--- src/pkg/sync_gate_pkg.sv ---
/*
 * Constants shared by the alignment-pulse gating block: register offsets,
 * field positions, reset values.
 * Assumes 8-bit registers reached by an 8-bit address on the sample clock.
 */
package sync_gate_pkg;
   // Register offsets
   localparam logic [7:0] ADDR_MASTER_SYNC  = 8'h3a;
   localparam logic [7:0] ADDR_PHASE_HI     = 8'h56;
   localparam logic [7:0] ADDR_PHASE_LO     = 8'h57;
   localparam logic [7:0] ADDR_STAGE_SYNC   = 8'h58;
   localparam logic [7:0] ADDR_PIN_SENSE    = 8'h59;
   localparam logic [7:0] ADDR_LATENCY_SEL  = 8'h5a;

   // Field positions
   localparam int MASTER_EN_BIT   = 0;
   localparam int PIN_EDGE_BIT    = 0;
   localparam int PIN_SENSE_BIT   = 1;
   localparam int LOW_LAT_BIT     = 0;
   localparam int NUM_STAGES      = 3;
   localparam int STAGE_OSC       = 0;
   localparam int STAGE_FILTER    = 1;
   localparam int STAGE_QUARTER   = 2;
   // Enable bit per stage; its next-sync-only bit sits one above
   localparam int STAGE_EN_BIT [NUM_STAGES] = '{0, 4, 6};

   // Writable bits of the stage sync register; bits 3:2 are reserved
   localparam logic [7:0] STAGE_SYNC_MASK   = 8'hf3;

   // Values after reset
   localparam logic [7:0]  RST_STAGE_SYNC   = 8'h00;
   localparam logic [1:0]  RST_PIN_SENSE    = 2'h0;
   localparam logic        RST_LOW_LAT      = 1'h1;
   localparam logic        RST_MASTER_EN    = 1'h0;
   localparam logic [15:0] RST_PHASE        = 16'h0000;
endpackage

--- src/core/pulse_conditioner.sv ---
/*
 * Resynchronises the alignment pulse pin and turns it into a per-cycle
 * request, either following the level or marking one chosen edge.
 * Assumes the pin is asynchronous to ref_clk and the mode bits are not.
 */
`timescale 1ns/1ns
module pulse_conditioner
   import sync_gate_pkg::*;
(
   // Clock and reset
   input  wire logic ref_clk,
   input  wire logic resetn,
   // Pin and mode
   input  wire logic syncPin,
   input  wire logic edgeMode,
   input  wire logic risingSel,
   // Conditioned request
   output logic      syncReq
);
   typedef struct packed {
      logic s1;
      logic s2;
      logic s3;
      logic stable;
      logic prev;
      logic req;
   } cond_state_t;

   cond_state_t st_q;
   cond_state_t st_d;

   always_comb begin
      st_d = st_q;
      st_d.s1 = syncPin;                                                 // RL14
      st_d.s2 = st_q.s1;
      st_d.s3 = st_q.s2;
      // A change counts only once the two later stages agree
      if (st_q.s2 == st_q.s3) begin
         st_d.stable = st_q.s3;
      end
      st_d.prev = st_q.stable;
      if (edgeMode) begin                                                // RL6
         if (risingSel) begin                                            // RL7
            st_d.req = st_q.stable & ~st_q.prev;
         end else begin
            st_d.req = ~st_q.stable & st_q.prev;
         end
      end else begin
         st_d.req = st_q.stable;
      end
   end

   always_ff @(posedge ref_clk) begin
      if (!resetn) begin
         st_q <= '0;
      end else begin
         st_q <= st_d;
      end
   end

   assign syncReq = st_q.req;
endmodule

--- src/core/sync_gating_ctrl.sv ---
/*
 * Gates the conditioned alignment pulse to the tunable oscillator, the
 * filter and the quarter-rate oscillator, and holds the related registers.
 * Assumes a register port already decoded from the serial configuration
 * port and running on the sample clock.
 */
`timescale 1ns/1ns
// Notes on behaviour
// RL1 - Filter enable passes every pulse, continuously
// RL2 - Filter one-shot: first pulse, then enable clears
// RL3 - Oscillator enable restarts it at phase offset
// RL4 - Oscillator one-shot clears its own enable
// RL5 - Master enable low blocks every stage
// RL6 - Sensitivity bit zero level, one edge
// RL7 - Edge select zero falling, one rising
// RL8 - Low-latency select bit picks low-latency oscillator
// RL9 - Host programs only two frequency words then
// RL10 - Host keeps configuration port quiet while sampling
// RL11 - Master enable needed; leave low to save power
// RL12 - Phase offset loaded on start or sync
// RL13 - Quarter-rate oscillator gated likewise, with one-shot
// RL14 - Pin resynchronised; edge-mode strobes last one cycle, level-mode ones while the pin is high
module sync_gating_ctrl
   import sync_gate_pkg::*;
(
   // Clock and reset
   input  wire logic        ref_clk,
   input  wire logic        resetn,
   // Alignment pulse pin
   input  wire logic        syncPin,
   // Register port
   input  wire logic [7:0]  regAddr,
   input  wire logic [7:0]  regWrData,
   input  wire logic        regWrEn,
   output logic      [7:0]  regRdData,
   // Oscillator start request from the datapath
   input  wire logic        oscStart,
   // Stage strobes and settings
   output logic             oscSyncStrobe,
   output logic             filterSyncStrobe,
   output logic             quarterSyncStrobe,
   output logic             phaseLoad,
   output logic      [15:0] phaseValue,
   output logic             lowLatencySelect
);
   typedef struct packed {
      logic                  masterEn;
      logic [7:0]            stageSync;
      logic [1:0]            pinSense;
      logic                  lowLat;
      logic [15:0]           phase;
      logic [NUM_STAGES-1:0] strobe;
      logic                  phaseLoad;
      logic [15:0]           phaseOut;
      logic [7:0]            rdData;
   } ctrl_state_t;

   ctrl_state_t st_q;
   ctrl_state_t st_d;
   logic        syncReq;

   pulse_conditioner u_cond (
      .ref_clk   (ref_clk),
      .resetn    (resetn),
      .syncPin   (syncPin),
      .edgeMode  (st_q.pinSense[PIN_SENSE_BIT]),
      .risingSel (st_q.pinSense[PIN_EDGE_BIT]),
      .syncReq   (syncReq)
   );

   always_comb begin
      st_d = st_q;
      st_d.strobe = '0;
      // One-shot self-clear comes first so a software write in the same
      // cycle wins and re-arming is never lost
      for (int c = 0; c < NUM_STAGES; c++) begin
         if (syncReq && st_q.masterEn && st_q.stageSync[STAGE_EN_BIT[c]]) begin // RL5 RL11
            st_d.strobe[c] = 1'b1;                                       // RL1 RL3 RL13
            if (st_q.stageSync[STAGE_EN_BIT[c] + 1]) begin
               st_d.stageSync[STAGE_EN_BIT[c]] = 1'b0;                   // RL2 RL4 RL13
            end
         end
      end
      // Phase offset goes out with every accepted oscillator sync or start
      st_d.phaseLoad = st_d.strobe[STAGE_OSC] | oscStart;                // RL12
      if (st_d.phaseLoad) begin
         st_d.phaseOut = st_q.phase;                                     // RL3 RL12
      end
      if (regWrEn) begin
         case (regAddr)
            ADDR_MASTER_SYNC: st_d.masterEn = regWrData[MASTER_EN_BIT];
            ADDR_PHASE_HI:    st_d.phase[15:8] = regWrData;
            ADDR_PHASE_LO:    st_d.phase[7:0] = regWrData;
            ADDR_STAGE_SYNC:  st_d.stageSync = regWrData & STAGE_SYNC_MASK;
            ADDR_PIN_SENSE:   st_d.pinSense = regWrData[1:0];
            ADDR_LATENCY_SEL: st_d.lowLat = regWrData[LOW_LAT_BIT];      // RL8
            default: ;
         endcase
      end
      case (regAddr)
         ADDR_MASTER_SYNC: st_d.rdData = {7'h00, st_q.masterEn};
         ADDR_PHASE_HI:    st_d.rdData = st_q.phase[15:8];
         ADDR_PHASE_LO:    st_d.rdData = st_q.phase[7:0];
         ADDR_STAGE_SYNC:  st_d.rdData = st_q.stageSync;
         ADDR_PIN_SENSE:   st_d.rdData = {6'h00, st_q.pinSense};
         ADDR_LATENCY_SEL: st_d.rdData = {7'h00, st_q.lowLat};
         default:          st_d.rdData = 8'h00;
      endcase
   end

   always_ff @(posedge ref_clk) begin
      if (!resetn) begin
         st_q.masterEn  <= RST_MASTER_EN;
         st_q.stageSync <= RST_STAGE_SYNC;
         st_q.pinSense  <= RST_PIN_SENSE;
         st_q.lowLat    <= RST_LOW_LAT;
         st_q.phase     <= RST_PHASE;
         st_q.strobe    <= '0;
         st_q.phaseLoad <= 1'b0;
         st_q.phaseOut  <= RST_PHASE;
         st_q.rdData    <= 8'h00;
      end else begin
         st_q <= st_d;
      end
   end

   assign oscSyncStrobe     = st_q.strobe[STAGE_OSC];
   assign filterSyncStrobe  = st_q.strobe[STAGE_FILTER];
   assign quarterSyncStrobe = st_q.strobe[STAGE_QUARTER];
   assign phaseLoad         = st_q.phaseLoad;
   assign phaseValue        = st_q.phaseOut;
   assign lowLatencySelect  = st_q.lowLat;
   assign regRdData         = st_q.rdData;

   localparam int OSC_EN = STAGE_EN_BIT[STAGE_OSC];
   localparam int FIL_EN = STAGE_EN_BIT[STAGE_FILTER];
   localparam int QTR_EN = STAGE_EN_BIT[STAGE_QUARTER];

   logic stageWr;
   assign stageWr = regWrEn && (regAddr == ADDR_STAGE_SYNC);
endmodule

--- config.mk ---
export PLATFORM = sky130hd
export DESIGN_NAME = sync_gating_ctrl
export DESIGN_NICKNAME = d
export VERILOG_FILES = /design/src/pkg/sync_gate_pkg.sv /design/src/core/pulse_conditioner.sv /design/src/core/sync_gating_ctrl.sv
export SDC_FILE = /design/constraint.sdc
export NUM_CORES = 1
export LEC_CHECK = 0
export ABC_AREA = 1
export BUFFER_PORTS_ARGS = -buffer_cell sky130_fd_sc_hd__buf_2
export CAP_MARGIN = 20
export CORE_ASPECT_RATIO = 1.75
export CORE_MARGIN = 10
export CORE_UTILIZATION = 40
export DETAILED_ROUTE_END_ITERATION = 12
export GPL_TIMING_DRIVEN = 0
export SYNTH_ARGS = -nofsm -noshare
export SYNTH_HDL_FRONTEND = slang
export SYNTH_SLANG_ARGS = --single-unit
--- constraint.sdc ---
create_clock -name ref_clk -period 1.67 [get_ports ref_clk]
set_input_delay 0.167 -clock ref_clk [delete_from_list [all_inputs] [get_ports ref_clk]]
set_output_delay 0.167 -clock ref_clk [all_outputs]
set_load 0.05 [all_outputs]
==> impl_metrics.json <==
{
  "worstPathRequired_ns": 1.87,
  "grt_pass1_vias": 2121,
  "dr.pass1.iters": 4,
  "synth_nets": 336,
  "via_per_inst": 4.706,
  "cts_hold_buf": 0,
  "grt_pass1_wl_um": 10350,
  "worstHoldPathType": "in2reg",
  "hpwlAfterDp_um": 4850,
  "wl_per_cell_um": 13.90,
  "power_density_mw_per_mm2": 971.6,
  "ant_nets": 0,
  "hold_viol": 0,
  "setup_viol": 0,
  "crit_slowest_cell": "clkbuf_1",
  "whs_ns": 0.02334,
  "status": "complete, no violations",
  "syn2layout_area_growth_pct": 20.87,
  "post_cts_buffers": 0,
  "crit_path_cell_trace": "nand3_1 > nand2_1 > clkbuf_1 > a21oi_1",
  "totalWireLength_um": 6378,
  "maxSlewViolCount": 0,
  "cts_buffers": 9,
  "fp.dieW_um": 79.76,
  "syn-cell-area_mm2": 0.002500,
  "antenna_found_initial": 0,
  "cts_root_buf": "clkbuf_8",
  "end_kind": "register",
  "rows": 38,
  "fin_cells": 459,
  "p_leak_nw": 1.300,
  "track_usage_pct": 13.21,
  "tightest_slew_ns": 0.4787,
  "layout-drive-gt1-share_pct": 28.50,
  "start_kind": "register",
  "drc": 0,
  "cts.sinks": 60,
  "ys_types": 23,
  "worst-path-max-fanout": 10,
  "place.gp.congestion": 0.8766,
  "io_buffers": 48,
  "drt_iter0_markers": 118,
  "crit_type": "reg2reg",
  "ys_seq_elements": 60,
  "synthCells": 315,
  "period_share_pct": 84.49,
  "slowest_delay_ns": 0.41,
  "final.min_clock_period_ns": 1.411,
  "die_y_um": 124.6,
  "cts_max_level": 3,
  "cts_resized": 0,
  "io_pins": 50,
  "layout_commonest_cell": "dfxtp_1",
  "grt_overflow": 0,
  "vias": 2160,
  "rsz0062_at_grt": "no",
  "irDropWorstVdd_uv": 597.7,
  "core-area_mm2": 0.006133,
  "layout_common_cells": "dfxtp_1, buf_2, a21oi_1, inv_1, o21ai_0",
  "dp.cells": 443,
  "cts_tree": "yes",
  "nets": 395,
  "synth_area_per_cell_um2": 7.936,
  "num_antenna_cells": 0,
  "fmax_mhz": 708.7,
  "clk_latency_ns": 0.34,
  "finalClockSkew_ns": 0.006256,
  "critPathArrivalTime_ns": 1.62,
  "yosysWarnings": 0,
  "setup_tns_ns": 0,
  "start_util_pct": 40.76,
  "grt_max_degree": 11,
  "clkSlewWorstSetupHoldPaths_ns": 0.06,
  "fillCellCount": 651,
  "slew_headroom_pct": 68.09,
  "drv_cap": 0,
  "die-area_mm2": 0.009937,
  "clock_tree.buffer_depth": 2,
  "ys_seq_area_share_pct": 48.05
}
logic make-up after synthesis:
| logic type | Yosys count | share of synthesized area, % |
|---|---|---|
| compound gates | 102 | 20.77 |
| buf+inv | 79 | 16.62 |
| flops | 60 | 48.05 |
| simple gates | 74 | 14.56 |
Yosys cell counts, drive strengths merged:
cell | n | share of area [%]
nand3 | 21 | 5.1
a21oi | 45 | 9.2
buf | 32 | 9.6
nand4 | 1 | 0.25
nor2 | 27 | 5.0
o21ai | 54 | 11
nor3 | 2 | 0.40
o22ai | 2 | 0.50
clkbuf | 5 | 0.75
o21bai | 1 | 0.30
nand2 | 23 | 3.9
dfxtp | 60 | 48
inv | 42 | 6.3
stage by stage:
step,cell area (um^2),total power [mW],utilization [%],setup WS [ns]
6_report,3022,2.936,49.27,0.2590
5_1_grt,3022,3.050,49.27,0.09382
4_1_cts,3022,2.956,49.27,0.2333
3_5_place_dp,2840,1.771,46.31,0.2474
3_3_place_gp,2840,1.769,46.31,0.2718
2_1_floorplan,2500,1.686,-,0.6008
path summary, 6_finish.rpt:
check | from | endpoint | slack [ns] | cells after the start
min | syncPin | u_cond.st_d[4] | 0.02 | 3
max | st_q[55] | phaseValue[13] | 0.26 | 4
min reg2reg | u_cond.st_d[4] | u_cond.st_d[3] | 0.42 | 2
max reg2reg | st_q[55] | phaseValue[13] | 0.26 | 4
power breakdown:
part,internal (mW),switching [mW]
clock,0.660,0.540
sequential,1.46,0.0110
combinational,0.0857,0.183
total,2.20,0.733
flip-flops by register name, indices dropped and copies added, names as in the netlist:
register,cells
lowLatencySelect,1
phaseValue,16
quarterSyncStrobe,1
oscSyncStrobe,1
phaseLoad,1
u_cond.syncReq,1
filterSyncStrobe,1
st_q,25
u_cond.st_d,3
regRdData,8
u_cond.st_q,2
per-layer routing:
layer | global-route usage [%] | wire, um
met4 | 5.000 | 109
met3 | 4.769 | 372
met5 | 0 | 0
met1 | 13.57 | 2509
met2 | 23.30 | 3386
worst max-delay path: cells and delay by family, from the launching register on:
family / cells / cell delay, ns
and+or+nand+nor: 2 / 0.35
buffers and inverters: 1 / 0.41
AOI/OAI and AO/OA: 1 / 0.13
DFF: 1 / 0.39
area by class of cell:
type                            instances  area, um^2  area share, %
Sequential cell                        60        1201          39.75
Multi-Input combinational cell        176       883.3          29.23
Buffer                                 37       257.7          8.530
Timing Repair Buffer                   48       240.2          7.950
Clock buffer                           15       176.4          5.838
Inverter                               42       157.7          5.217
Tap cell                               80       100.1          3.313
Clock inverter                          1       5.005         0.1656
(Power assumes the default switching activity.)
